[src/rtl/sbtc_pkg.sv]
// Shared constants, field layouts and types of the 16-bit timer/counter.
// Assumes a single 25 MHz core clock that stands for the oscillator clock.
package sbtc_pkg;

    // Register port geometry
    localparam int ADDR_W = 3;
    localparam int DATA_W = 8;

    // Register offsets (word index on the plain register port)
    localparam logic [2:0] OFS_CTRL     = 3'h0;
    localparam logic [2:0] OFS_CNT_LOW  = 3'h1;
    localparam logic [2:0] OFS_CNT_HIGH = 3'h2;
    localparam logic [2:0] OFS_FLAGS    = 3'h3;

    // Values after reset
    localparam logic [7:0] CTRL_RESET  = 8'h00;
    localparam logic       FLAG_RESET  = 1'h0;
    localparam logic [7:0] RDATA_RESET = 8'h00;

    // Bit positions in the flags register
    localparam int FLAG_OVF_BIT = 0;
    localparam int FLAG_IE_BIT  = 1;

    // Count range
    localparam int         CNT_W     = 16;
    localparam logic [15:0] COUNT_MAX = 16'hFFFF;

    // Instruction clock is the core clock divided by four
    localparam int QCLK_DIV      = 4;
    localparam int QCLK_HALF_CYC = QCLK_DIV / 2;

    // Stage counts and prescaler width
    localparam int PIN_STAGES  = 3;
    localparam int SYNC_STAGES = 2;
    localparam int PRESC_W     = 4;

    // Control register layout, bit 7 first
    typedef struct packed {
        logic [1:0] unused;      // Always zero
        logic [1:0] prescale;    // prescale_select
        logic       osc_en;      // osc_enable
        logic       sync_bypass; // sync_bypass
        logic       clk_sel;     // clock_source_select
        logic       run;         // run_enable
    } sbtc_ctrl_t;

    // Operating modes
    typedef enum logic [1:0] {
        SBTC_TIMER,
        SBTC_SYNC_CNT,
        SBTC_ASYNC_CNT
    } sbtc_mode_t;

    // Mode decoding from the control fields
    function automatic sbtc_mode_t sbtc_mode(input sbtc_ctrl_t c);
        if (!c.clk_sel) begin
            sbtc_mode = SBTC_TIMER;
        end else if (c.sync_bypass) begin
            sbtc_mode = SBTC_ASYNC_CNT;
        end else begin
            sbtc_mode = SBTC_SYNC_CNT;
        end
    endfunction : sbtc_mode

endpackage : sbtc_pkg

[src/rtl/sbtc_prescaler.sv]
// Edge-counting prescaler, 1:1 to 1:8, symmetric output level.
// Assumes i_tick pulses once per edge (rising and falling) of the source.
`timescale 1ns/100ps
module sbtc_prescaler #(
    parameter int W = sbtc_pkg::PRESC_W
) (
    input  wire logic       i_clk,
    input  wire logic       i_rst,
    input  wire logic       i_clear,
    input  wire logic       i_tick,
    input  wire logic [1:0] i_sel,
    output logic            o_level
);
    logic [W-1:0] cnt_q; // Edge count
    logic [W-1:0] cnt_d; // Next edge count

    // Count source edges; bit n is the source divided by 2**n
    always_comb begin
        cnt_d = cnt_q;
        if (i_clear) begin
            cnt_d = '0;
        end else if (i_tick) begin
            cnt_d = cnt_q + {{(W-1){1'b0}}, 1'b1};
        end
    end

    // Register the count
    always_ff @(posedge i_clk or posedge i_rst) begin
        if (i_rst) begin
            cnt_q <= '0;
        end else begin
            cnt_q <= cnt_d;
        end
    end

    // Bit 0 follows the source itself, so 1:1 passes it straight on
    assign o_level = cnt_q[i_sel];

endmodule : sbtc_prescaler

[src/rtl/sbtc_edge_sync.sv]
// Sampling stages behind the prescaler and rising-edge strobe.
// Assumes i_level is in the core clock domain already.
`timescale 1ns/100ps
module sbtc_edge_sync #(
    parameter int STAGES = sbtc_pkg::SYNC_STAGES
) (
    input  wire logic i_clk,
    input  wire logic i_rst,
    input  wire logic i_level,
    input  wire logic i_bypass,
    input  wire logic i_enable,
    output logic      o_strobe
);
    logic [STAGES-1:0] stg_q; // Sampling chain
    logic [STAGES-1:0] stg_d;
    logic              prev_q; // Last seen level
    logic              prev_d;
    logic              cur;    // Level under test

    // Chain shifts only while enabled; off in sleep freezes it
    always_comb begin
        stg_d = stg_q;
        if (i_enable) begin
            stg_d = {stg_q[STAGES-2:0], i_level};
        end
        cur    = i_bypass ? i_level : stg_q[STAGES-1];
        prev_d = cur;
        // Rising edge gives one strobe of one cycle
        o_strobe = cur & ~prev_q;
    end

    // Register chain and edge memory
    always_ff @(posedge i_clk or posedge i_rst) begin
        if (i_rst) begin
            stg_q  <= '0;
            prev_q <= 1'b0;
        end else begin
            stg_q  <= stg_d;
            prev_q <= prev_d;
        end
    end

endmodule : sbtc_edge_sync

[src/rtl/sbtc_top.sv]
// Top of the 16-bit timer/counter: registers, source select, count.
// Assumes one core clock; pins are asynchronous and filtered here.
//
// Behaviour
// [RULE1] 16-bit count of two bytes, wraps to zero
// [RULE2] Wrap sets sticky overflow flag
// [RULE3] Interrupt forwarded only while enable set
// [RULE4] Source select: instruction clock or external edges
// [RULE5] Run enable advances, else holds count
// [RULE6] Prescale field divides by 1,2,4,8
// [RULE7] Oscillator enable forces both pins input
// [RULE8] Bypass bit skips sync; ignored for internal
// [RULE9] Counter pin: oscillator pin or count pin
// [RULE10] Prescaler before sync, driven by input
// [RULE11] Synced counter holds in sleep, prescaler runs
// [RULE12] Source keeps high and low two periods
// [RULE13] Source period four periods over prescale
// [RULE14] Synced increments lag by sync latency
// [RULE15] Bypass counts in sleep, can wake
// [RULE16] No capture/compare time base when unsynced
// [RULE17] Count reads always return clean values
// [RULE18] Software stops counter before async writes
// [RULE19] Read high, low, high; repeat on mismatch
// [RULE20] Load: clear low, write high, write low
// [RULE21] Capture/compare trigger clears the count
// [RULE22] Control bits 7:6 read zero
// [RULE23] Count byte write clears the prescaler
// [RULE24] Trigger clear does not set flag
// [RULE25] Write beats a trigger clear
// [RULE26] Count not reset; control resets zero
// [RULE27] Flag sticks until written zero
// [RULE28] Two sampling stages, one-cycle increment strobe
//
// Our own choices: the placing of the registers and the address-and-strobe port.
`timescale 1ns/100ps
module sbtc_top (
    input  wire logic                       I_MCLK,
    input  wire logic                       I_RESET,
    input  wire logic [sbtc_pkg::ADDR_W-1:0] I_ADDR,
    input  wire logic [sbtc_pkg::DATA_W-1:0] I_WDATA,
    input  wire logic                       I_WR,
    input  wire logic                       I_RD,
    output logic      [sbtc_pkg::DATA_W-1:0] O_RDATA,
    input  wire logic                       I_SLEEP,
    input  wire logic                       I_CCP_CLEAR,
    input  wire logic                       I_OSC_IN_PIN,
    input  wire logic                       I_EXT_COUNT_PIN,
    input  wire logic [1:0]                 I_PIN_DIR_OUT,
    input  wire logic [1:0]                 I_PIN_DATA,
    output logic      [1:0]                 O_PIN_O,
    output logic      [1:0]                 O_PIN_OE,
    output logic                            O_IRQ,
    output logic      [sbtc_pkg::CNT_W-1:0] O_COUNT,
    output logic                            O_TIMEBASE_OK
);

    // Control and status state
    sbtc_pkg::sbtc_ctrl_t ctrl_q;   // counter_control
    sbtc_pkg::sbtc_ctrl_t ctrl_d;
    logic                 ovf_q;    // overflow_flag
    logic                 ovf_d;
    logic                 ie_q;     // overflow_irq_enable
    logic                 ie_d;
    logic [sbtc_pkg::DATA_W-1:0] rdata_q; // Read data, one cycle late
    logic [sbtc_pkg::DATA_W-1:0] rdata_d;
    logic                 irq_q;    // Registered interrupt request
    logic                 irq_d;
    logic [1:0]           pin_o_q;  // Pin drive data
    logic [1:0]           pin_o_d;
    logic [1:0]           pin_oe_q; // Pin drive enables
    logic [1:0]           pin_oe_d;
    logic                 tb_ok_q;  // Time base offered to capture unit
    logic                 tb_ok_d;

    // Count state, deliberately without reset
    logic [sbtc_pkg::CNT_W-1:0] cnt_q;
    logic [sbtc_pkg::CNT_W-1:0] cnt_d;

    // Source path state
    logic [1:0]           qdiv_q;   // Instruction clock half-period counter
    logic [1:0]           qdiv_d;
    logic                 qlvl_q;   // Instruction clock as a level
    logic                 qlvl_d;
    logic                 src_q;    // Last source level
    logic                 src_d;

    // Combinational helpers
    logic                 wr_ctrl;
    logic                 wr_low;
    logic                 wr_high;
    logic                 wr_flags;
    logic                 src_lvl;  // Selected source level
    logic                 tick;     // Any edge of the source
    logic                 presc_lvl;
    logic                 inc;      // One-cycle increment strobe
    sbtc_pkg::sbtc_mode_t mode;

    // Pin filters: three stages, change taken when last two agree
    logic [1:0]           pin_raw;
    logic [1:0]           pin_flt_q;
    logic [1:0]           pin_flt_d;
    logic [sbtc_pkg::PIN_STAGES-1:0] pin_stg_q [2];

    assign pin_raw = {I_OSC_IN_PIN, I_EXT_COUNT_PIN};

    // One filter per pin
    genvar gp;
    generate
        for (gp = 0; gp < 2; gp++) begin : g_pin
            // Shift chain; stage 0 is read only by stage 1
            always_ff @(posedge I_MCLK or posedge I_RESET) begin
                if (I_RESET) begin
                    pin_stg_q[gp] <= '0;
                end else begin
                    pin_stg_q[gp] <= {pin_stg_q[gp][1:0], pin_raw[gp]};
                end
            end
            // Accept a change only when stages two and three agree
            always_comb begin
                pin_flt_d[gp] = pin_flt_q[gp];
                if (pin_stg_q[gp][1] == pin_stg_q[gp][2]) begin
                    pin_flt_d[gp] = pin_stg_q[gp][2];
                end
            end
        end
    endgenerate

    // Filtered pin levels
    always_ff @(posedge I_MCLK or posedge I_RESET) begin
        if (I_RESET) begin
            pin_flt_q <= 2'h0;
        end else begin
            pin_flt_q <= pin_flt_d;
        end
    end

    // Write decode
    assign wr_ctrl  = I_WR && (I_ADDR == sbtc_pkg::OFS_CTRL);
    assign wr_low   = I_WR && (I_ADDR == sbtc_pkg::OFS_CNT_LOW);
    assign wr_high  = I_WR && (I_ADDR == sbtc_pkg::OFS_CNT_HIGH);
    assign wr_flags = I_WR && (I_ADDR == sbtc_pkg::OFS_FLAGS);

    assign mode = sbtc_pkg::sbtc_mode(ctrl_q);

    // Source path: instruction clock level and source selection
    always_comb begin
        qdiv_d = qdiv_q;
        qlvl_d = qlvl_q;
        // Core clock stops in sleep, so the instruction clock does too
        if (!I_SLEEP) begin
            if (qdiv_q == 2'(sbtc_pkg::QCLK_HALF_CYC - 1)) begin
                qdiv_d = 2'h0;
                qlvl_d = ~qlvl_q;
            end else begin
                qdiv_d = qdiv_q + 2'h1;
            end
        end
        // Oscillator pin when enabled, else count pin [RULE9]
        if (ctrl_q.clk_sel) begin
            src_lvl = ctrl_q.osc_en ? pin_flt_q[1] : pin_flt_q[0];
        end else begin
            src_lvl = qlvl_q; // Internal clock [RULE4]
        end
        src_d = src_lvl;
        // Every source edge feeds the prescaler [RULE10]
        tick = src_lvl ^ src_q;
    end

    // Source path registers
    always_ff @(posedge I_MCLK or posedge I_RESET) begin
        if (I_RESET) begin
            qdiv_q <= 2'h0;
            qlvl_q <= 1'b0;
            src_q  <= 1'b0;
        end else begin
            qdiv_q <= qdiv_d;
            qlvl_q <= qlvl_d;
            src_q  <= src_d;
        end
    end

    // Prescaler runs in sleep and is cleared by count writes
    sbtc_prescaler #(
        .W       (sbtc_pkg::PRESC_W)
    ) u_presc (
        .i_clk   (I_MCLK),
        .i_rst   (I_RESET),
        .i_clear (wr_low | wr_high),   // [RULE23]
        .i_tick  (tick),               // [RULE11]
        .i_sel   (ctrl_q.prescale),    // [RULE6]
        .o_level (presc_lvl)
    );

    // Sampling after the prescaler; bypassed when unsynced or internal
    sbtc_edge_sync #(
        .STAGES   (sbtc_pkg::SYNC_STAGES)
    ) u_sync (
        .i_clk    (I_MCLK),
        .i_rst    (I_RESET),
        .i_level  (presc_lvl),
        .i_bypass (mode != sbtc_pkg::SBTC_SYNC_CNT),  // [RULE8] [RULE15]
        .i_enable (~I_SLEEP),                          // [RULE11]
        .o_strobe (inc)                                // [RULE14] [RULE28]
    );

    // Next values of registers, count and flag
    always_comb begin
        ctrl_d   = ctrl_q;
        ie_d     = ie_q;
        ovf_d    = ovf_q;
        cnt_d    = cnt_q;
        rdata_d  = sbtc_pkg::RDATA_RESET;
        // Control write; top two bits kept zero [RULE22]
        if (wr_ctrl) begin
            ctrl_d        = sbtc_pkg::sbtc_ctrl_t'(I_WDATA);
            ctrl_d.unused = 2'h0;
        end
        // Count: advance only while running [RULE5]
        if (inc && ctrl_q.run) begin
            cnt_d = cnt_q + 16'h0001; // Wraps past the top [RULE1]
            if (cnt_q == sbtc_pkg::COUNT_MAX) begin
                ovf_d = 1'b1; // [RULE2]
            end
        end
        // Trigger clear takes no flag with it [RULE21] [RULE24]
        if (I_CCP_CLEAR) begin
            cnt_d = '0;
            ovf_d = ovf_q; // A wrap cancelled by the clear leaves the flag alone
        end
        // Byte writes beat increment and trigger [RULE25]
        if (wr_low) begin
            cnt_d = {cnt_q[15:8], I_WDATA};
        end
        if (wr_high) begin
            cnt_d = {I_WDATA, cnt_q[7:0]};
        end
        // Flag cleared by writing zero; a same-cycle wrap wins [RULE27]
        if (wr_flags) begin
            ie_d = I_WDATA[sbtc_pkg::FLAG_IE_BIT];
            if (!I_WDATA[sbtc_pkg::FLAG_OVF_BIT]
                && !(inc && ctrl_q.run && cnt_q == sbtc_pkg::COUNT_MAX && !I_CCP_CLEAR)) begin
                ovf_d = 1'b0;
            end
        end
        // Reads come from core-domain flops only [RULE17]
        if (I_RD) begin
            case (I_ADDR)
                sbtc_pkg::OFS_CTRL:     rdata_d = ctrl_q;
                sbtc_pkg::OFS_CNT_LOW:  rdata_d = cnt_q[7:0];
                sbtc_pkg::OFS_CNT_HIGH: rdata_d = cnt_q[15:8];
                sbtc_pkg::OFS_FLAGS: begin
                    rdata_d = {6'h00, ie_q, ovf_q};
                end
                default:                rdata_d = sbtc_pkg::RDATA_RESET;
            endcase
        end
        // Request gated by enable, flag untouched [RULE3]
        irq_d = ovf_d & ie_d;
        // Oscillator enable forces both pins to input [RULE7]
        pin_oe_d = ctrl_d.osc_en ? 2'h0 : I_PIN_DIR_OUT;
        pin_o_d  = I_PIN_DATA;
        // Unsynced counting is no time base [RULE16]
        tb_ok_d = (sbtc_pkg::sbtc_mode(ctrl_d) != sbtc_pkg::SBTC_ASYNC_CNT);
    end

    // Control and status registers; reset to zero, except the time base flag, which resets to one [RULE26]
    always_ff @(posedge I_MCLK or posedge I_RESET) begin
        if (I_RESET) begin
            ctrl_q   <= sbtc_pkg::sbtc_ctrl_t'(sbtc_pkg::CTRL_RESET);
            ie_q     <= sbtc_pkg::FLAG_RESET;
            ovf_q    <= sbtc_pkg::FLAG_RESET;
            rdata_q  <= sbtc_pkg::RDATA_RESET;
            irq_q    <= 1'b0;
            pin_oe_q <= 2'h0;
            pin_o_q  <= 2'h0;
            tb_ok_q  <= 1'b1;
        end else begin
            ctrl_q   <= ctrl_d;
            ie_q     <= ie_d;
            ovf_q    <= ovf_d;
            rdata_q  <= rdata_d;
            irq_q    <= irq_d;
            pin_oe_q <= pin_oe_d;
            pin_o_q  <= pin_o_d;
            tb_ok_q  <= tb_ok_d;
        end
    end

    // Count bytes survive every reset; only writes, trigger and increments change them [RULE26]
    always_ff @(posedge I_MCLK) begin
        cnt_q <= cnt_d;
    end

    // Outputs straight from flops
    assign O_RDATA       = rdata_q;
    assign O_IRQ         = irq_q;  // Wakes the core in unsynced mode [RULE15]
    assign O_COUNT       = cnt_q;
    assign O_TIMEBASE_OK = tb_ok_q;
    assign O_PIN_O       = pin_o_q;
    assign O_PIN_OE      = pin_oe_q;

endmodule : sbtc_top

[config.mk]
export PLATFORM = sky130hd
export DESIGN_NAME = sbtc_top
export DESIGN_NICKNAME = d
export VERILOG_FILES = /design/src/rtl/sbtc_pkg.sv /design/src/rtl/sbtc_prescaler.sv /design/src/rtl/sbtc_edge_sync.sv /design/src/rtl/sbtc_top.sv
export SDC_FILE = /design/constraint.sdc
export NUM_CORES = 1
export LEC_CHECK = 0
export BUFFER_PORTS_ARGS = -buffer_cell sky130_fd_sc_hd__buf_2
export CORE_MARGIN = 1.5
export CORE_UTILIZATION = 49
export CTS_CLUSTER_SIZE = 16
export DETAILED_ROUTE_END_ITERATION = 7
export PLACE_DENSITY_LB_ADDON = 0.15
export SLEW_MARGIN = 25
export SYNTH_ARGS = -nofsm -noshare
export SYNTH_HDL_FRONTEND = slang
export SYNTH_SLANG_ARGS = --single-unit
[constraint.sdc]
create_clock -name I_MCLK -period 1.65 [get_ports I_MCLK]
set_input_delay 0.495 -clock I_MCLK [delete_from_list [all_inputs] [get_ports I_MCLK]]
set_output_delay 0.495 -clock I_MCLK [all_outputs]
set_load 0.005 [all_outputs]
==> out/metrics.yaml, run 1 <==
status: "finished, violations left"
violations: "setup timing"
slew_violations: 0
grt_pass1_vias: 2122
grt_first_pass_wirelength_mm: 10.7
reg2regPathDepth: 4
core_mm2: 0.00524
cp.depth: 4
cp.arrival_ns: 1.74
setup_violations: 17
p_total_mw: 4.62
wirelength_mm: 6.60
max_stage_delay_ns: 0.50
pin_count: 53
vias: 2124
timing.rr.end: "O_COUNT[4]$_DFFE_PP_"
hold_path.class: "in2async"
pre_cts_slack_ns: -0.140
initial_utilization: 0.521
yosysSeqAreaShare: 0.553
ir_drop_mv: 0.746
portBuffers: 52
fin_crit_sh: 1.01
reg2reg_from: "u_presc.cnt_q[3]$_DFFE_PP0P_"
grt_max_degree: 42
grt_util_met2: 0.365
rsz0062_at_grt: "true"
startpoint: "u_presc.cnt_q[3]$_DFFE_PP0P_"
cts_tree: "done"
grt_busiest_layer: "met2"
crit_fanout: 8
async_reset_ff_frac: 0.719
end_kind: "register"
synth.avg_cell_area_um2: 12.1
clkLatencyLatePin_ns: 0.33
synth_edf_count: 16
viasPerCell: 5.42
fin_crit_ns: 1.67
area_growth_pct: 34.2
rows: 26
die_y_um: 77.6
syn-instance-count: 226
syn_nets: 251
clkTransAtPathRegs_ns: 0.07
grt_use_total: 0.237
final_core_util: 0.699
dr.pass1.iters: 4
die_area_mm2: 0.00602
cap_violations: 0
gp_congestion: 0.844
clock_skew_ns: 0.00827
relSlewSlack: 0.682
path_cells: "mux4_2 > mux2_4 > nand2_4 > a21oi_4"
dp_hpwl_mm: 4.80
crit_buf_inv: 0
chipWidth_um: 77.6
drc: 0
path_delay_family: "multiplexers"
powerDensity_mw_per_mm2: 1260
drt_iter0_markers: 194
hold_viol_final: 0
p_leak_nw: 1.68
worstMarginPinSlew_ns: 0.474
cp-endpoint: "O_COUNT[4]$_DFFE_PP_"
synth_area_mm2: 0.00273
diodes: 0
post-route-worst-setup-slack_ns: -0.0209
ys_ff_latch: 57
ant_nets: 0
met1_usage: 0.324
ys.flop_type: "dfrtp_1"
nets: 342
critical-path-slowest-cell: "mux4_2"
grt_use_met3: 0.0576
synth_warnings: 0
start_kind: "register"
overflow: 0
cts-htree-levels: 3
crit_type: "reg2reg"
synth.distinct_cells: 42
rrSetupSlack_ns: -0.02
cts_buffer_depth: 2
cts_sinks: 57
cts_buffers: 9
fmax_mhz: 598
antenna_found_initial: 0
ctsRootBufferMaster: "clkbuf_8"
critPathRequiredTime_ns: 1.72
drive_above_1_share: 0.447
wire_per_inst_um: 16.8
[power by group]
group | switching [mW] | internal, mW
logic | 0.632 | 0.669
clock network | 0.590 | 0.742
registers | 0.220 | 1.76
[worst min-delay path by stage]
stage                                   to  slack (ns)  cells past startpoint
floorplan           pin_stg_q[1]$_DFF_PP0_        0.33                      0
global placement    pin_stg_q[4]$_DFF_PP0_        0.33                      0
global route           ctrl_q[3]$_DFF_PP0_        0.23                      3
detailed placement  pin_stg_q[1]$_DFF_PP0_        0.34                      0
CTS                  qdiv_q[0]$_DFFE_PP0N_        0.20                      3
finish                O_PIN_O[1]$_DFF_PP0_        0.20                      3
[cell usage after synthesis (3+ instances only)]
cell type | n | area, um^2
and2_1 | 3 | 18.8
buf_2 | 4 | 20.0
mux4_2 | 3 | 67.6
nand4_1 | 3 | 18.8
nor2b_1 | 5 | 31.3
inv_1 | 7 | 26.3
a21oi_1 | 9 | 45.0
o21ai_2 | 8 | 70.1
dfrtp_1 | 40 | 1000
a22o_1 | 5 | 43.8
nor3_1 | 5 | 25.0
nand2_1 | 19 | 71.3
xor2_1 | 3 | 26.3
edfxtp_1 | 16 | 480
nor2_1 | 17 | 63.8
mux2i_1 | 8 | 80.1
nand3_1 | 6 | 30.0
o21ai_0 | 3 | 15.0
mux2_2 | 9 | 101
xnor2_1 | 13 | 114
nor4_2 | 4 | 50.1
nand2b_1 | 8 | 50.1
[sequential cells by signal, summed over array words and instances, names as in the netlist]
name / cells
O_COUNT: 16
O_IRQ: 1
O_PIN_O: 2
O_PIN_OE: 2
O_RDATA: 8
O_TIMEBASE_OK: 1
ctrl_q: 6
ie_q: 1
ovf_q: 1
pin_flt_q: 2
pin_stg_q: 6
qdiv_q: 2
qlvl_q: 1
src_q: 1
u_presc.cnt_q: 4
u_sync.prev_q: 1
u_sync.stg_q: 2
[routing by layer]
| layer | up-vias | part of all wire |
|---|---|---|
| met4 | 0 | 0.0082 |
| met2 | 85 | 0.48 |
| met3 | 6 | 0.070 |
| met5 | - | 0 |
| met1 | 1040 | 0.44 |
| li1 | 993 | - |
[cell usage in the layout, fill, tap and decap left out, types with 5 or more instances in the layout]
cell type	n
a21oi_1	7
a22o_1	5
buf_2	52
buf_4	31
clkbuf_8	10
dfrtp_1	40
edfxtp_1	16
inv_1	7
mux2_2	8
mux2i_1	7
nand2_1	18
nand2b_1	7
nand3_1	6
nor2_1	14
nor2b_1	5
o21ai_2	8
xnor2_1	13
[cell type report]
| type | instances | area, um^2 |
|---|---|---|
| Fill cell | 395 | 1580 |
| Sequential cell | 57 | 1510 |
| Multi-Input combinational cell | 155 | 1270 |
| Timing Repair Buffer | 87 | 564 |
| Clock buffer | 10 | 138 |
| Tap cell | 70 | 87.6 |
| Clock inverter | 6 | 65.1 |
| Inverter | 7 | 26.3 |
[what timing repair did]
item / in CTS / in global routing
hold endpoints to repair: 0 / 0
endpoints found under the setup margin: 18 / 26
buffers inserted: 1 / 4
gates resized for setup: 4 / 10
pin swaps: 1 / 6
hold buffers: 0 / 0
[logic make-up after synthesis]
logic type,Yosys count,synth area share
simple gates,79,0.166
flops,57,0.553
compound gates,36,0.0955
mux,20,0.0913
xor+xnor,16,0.0514
buf+inv,14,0.0266
fa+ha+maj,4,0.0165
[worst min-delay path, stage by stage]
cell    delay [ns]
buf_2         0.09
inv_1         0.08
buf_12        0.24
[metrics by stage]
step	instances	hold WS, ns	setup TNS, ns	area, um^2
finish	392	0.202	-0.189	3660
global route	392	0.228	-1.19	3660
CTS	388	0.200	-0.289	3560
detailed placement	371	0.337	-2.55	3330
global placement	371	0.333	-1.58	3330
floorplan	226	0.331	0	2780
Note: power is estimated with default switching activity, not from simulation.
==> inputs of run 2 (changes only) <==
CORE_UTILIZATION = 35   (was 49)
SETUP_SLACK_MARGIN = 0.15   (was default)
==> run 2 against run 1 <==
The run still ends with setup timing left. Design area is 20% higher. First-iteration DRC count is 62% lower. Utilization is 12 points lower. Non-clock buffer count is 43 higher. Critical path type unchanged. Critical endpoint is now O_COUNT[13]$_DFFE_PP_.
==> out/metrics.yaml, run 2 (synthesis results as in run 1) <==
status: "finished, violations left"  # unchanged
violations: "setup timing"  # unchanged
grt_first_pass_wirelength_mm: 11.5  # was 10.7 mm
fin_tns_setup_ns: -0.129  # was -0.189 ns
pre_cts_slack_ns: -0.134  # was -0.140 ns
overflow: 0  # unchanged
cts_tree: "done"  # unchanged
cts-htree-levels: 3  # unchanged
post-route-worst-setup-slack_ns: -0.0115  # was -0.0209 ns
fin_crit_sh: 1.01  # about the same
ctsRootBufferMaster: "clkbuf_8"  # unchanged
vias: 2254  # was 2124
critPathRequiredTime_ns: 1.74  # was 1.72 ns
wire_per_inst_um: 16.1  # was 16.8 um
fin_crit_ns: 1.66  # was 1.67 ns
largest_reg_flops: 16  # unchanged
mostFrequentLayoutCells: "50 x buf_4, 40 x dfrtp_1, 39 x buf_6, 38 x buf_2, 18 x nand2_1"  # was 52 x buf_2, 40 x dfrtp_1, 31 x buf_4, 18 x nand2_1, 16 x edfxtp_1
grt_max_degree: 36  # was 42
pin_count: 53  # unchanged
setup_violations: 14  # was 17
die_y_um: 91.3  # was 77.6 um
relSlewSlack: 0.799  # was 0.682
chipWidth_um: 91.3  # was 77.6 um
rows: 32  # was 26
p_leak_nw: 2.04  # was 1.68 nW
drive_above_1_share: 0.564  # was 0.447
diodes: 0  # unchanged
cts_buffers: 9  # unchanged
clkLatencyLatePin_ns: 0.34  # was 0.33 ns
rsz0062_at_grt: "true"  # unchanged
crit_type: "reg2reg"  # unchanged
ant_nets: 0  # unchanged
dr.pass1.iters: 4  # unchanged
antenna_found_initial: 0  # unchanged
ir_drop_mv: 0.621  # was 0.746 mV
area_growth_pct: 61.5  # was 34.2%
hold_viol_final: 0  # unchanged
slew_violations: 0  # unchanged
core_mm2: 0.00765  # was 0.00524 mm^2
powerDensity_mw_per_mm2: 1190  # was 1260 mW/mm^2
grt_pass1_vias: 2178  # was 2122
dp_hpwl_mm: 5.01  # was 4.80 mm
cp.arrival_ns: 1.75  # was 1.74 ns
drt_iter0_markers: 74  # was 194
clkTransAtPathRegs_ns: 0.07  # about the same
nets: 385  # was 342
drc: 0  # unchanged
crit_fanout: 8  # unchanged
fmax_mhz: 602  # was 598 MHz
initial_utilization: 0.357  # was 0.521
viasPerCell: 4.83  # was 5.42
cts_hold_buf: 0  # unchanged
worstMarginPinSlew_ns: 0.298  # was 0.474 ns
placed_area_mm2: 0.00346  # was 0.00333 mm^2
grt_use_total: 0.187  # was 0.237
final_common_cell: "buf_4"  # was buf_2
hold_path.class: "in2async"  # unchanged
end_kind: "register"  # unchanged
cts_sinks: 57  # unchanged
cap_violations: 0  # unchanged
wirelength_mm: 7.53  # was 6.60 mm
clock_skew_ns: 0.0117  # was 0.00827 ns
start_kind: "register"  # unchanged
gp_congestion: 0.765  # was 0.844
final_cell_area_mm2: 0.00440  # was 0.00366 mm^2
cts_buffer_depth: 2  # unchanged
portBuffers: 52  # unchanged
die_area_mm2: 0.00833  # was 0.00602 mm^2
==> run 2: cell count changes in the layout (fill, tap and decap cells not counted), sizes merged <==
cell | previous run | this run
buf | 87 | 130
==> run 2: final cells by class <==
type	instances	area, um^2
Tap cell	102	128
Clock buffer	10	149
Timing Repair Buffer	130	1060
Multi-Input combinational cell	155	1460
Clock inverter	6	71.3
Inverter	7	26.3
Sequential cell	57	1510
Fill cell	658	3240
==> run 2: timing repair <==
action,4_1_cts,5_1_grt
buffers inserted,25,12
pin swaps,31,20
resized for setup,48,31
setup endpoints to repair,45,50
==> run 2: worst max-delay path, stage by stage, from the launching register on <==
cell and delay [ns]:
dfrtp_1 0.41, mux4_2 0.50, mux2_4 0.31, nand2_4 0.10
a21oi_4 0.10
==> run 2: path summary, 6_finish.rpt <==
path | startpoint | to | slack, ns | cells past startpoint
worst max register to register | u_presc.cnt_q[2]$_DFFE_PP0P_ | O_COUNT[13]$_DFFE_PP_ | -0.01 | 4
worst min-delay path | I_RESET | pin_stg_q[3]$_DFF_PP0_ | 0.08 | 2
worst max-delay path | u_presc.cnt_q[2]$_DFFE_PP0P_ | O_COUNT[13]$_DFFE_PP_ | -0.01 | 4
worst min register to register | pin_stg_q[3]$_DFF_PP0_ | pin_stg_q[4]$_DFF_PP0_ | 0.35 | 0
min in group I_MCLK | I_PIN_DATA[0] | O_PIN_O[0]$_DFF_PP0_ | 0.26 | 1
max in group asynchronous | I_RESET | O_TIMEBASE_OK$_DFF_PP1_ | 1.03 | 3
==> run 2: stage by stage <==
| step | total power [mW] | util | instances | hold WS [ns] |
|---|---|---|---|---|
| after floorplan | 2.70 | - | 226 | 0.331 |
| final | 5.26 | 0.576 | 467 | 0.0810 |
| after CTS | 5.07 | 0.540 | 455 | 0.0698 |
| after global placement | 3.25 | 0.453 | 414 | 0.333 |
| after global routing | 5.55 | 0.576 | 467 | 0.0865 |
| after detailed placement | 3.27 | 0.453 | 414 | 0.336 |
==> run 2: power by group <==
group | internal (mW) | leakage, nW | switching [mW]
registers | 1.76 | 0.678 | 0.204
logic | 1.07 | 1.25 | 0.814
clock network | 0.802 | 0.113 | 0.605
==> run 2: per-layer routing <==
metal | routed length, um | vias up | track usage
met5 | 0 | - | 0
met4 | 119 | 0 | 0.0625
met3 | 373 | 12 | 0.0519
li1 | - | 1077 | -
met2 | 3560 | 72 | 0.294
met1 | 3470 | 1093 | 0.247
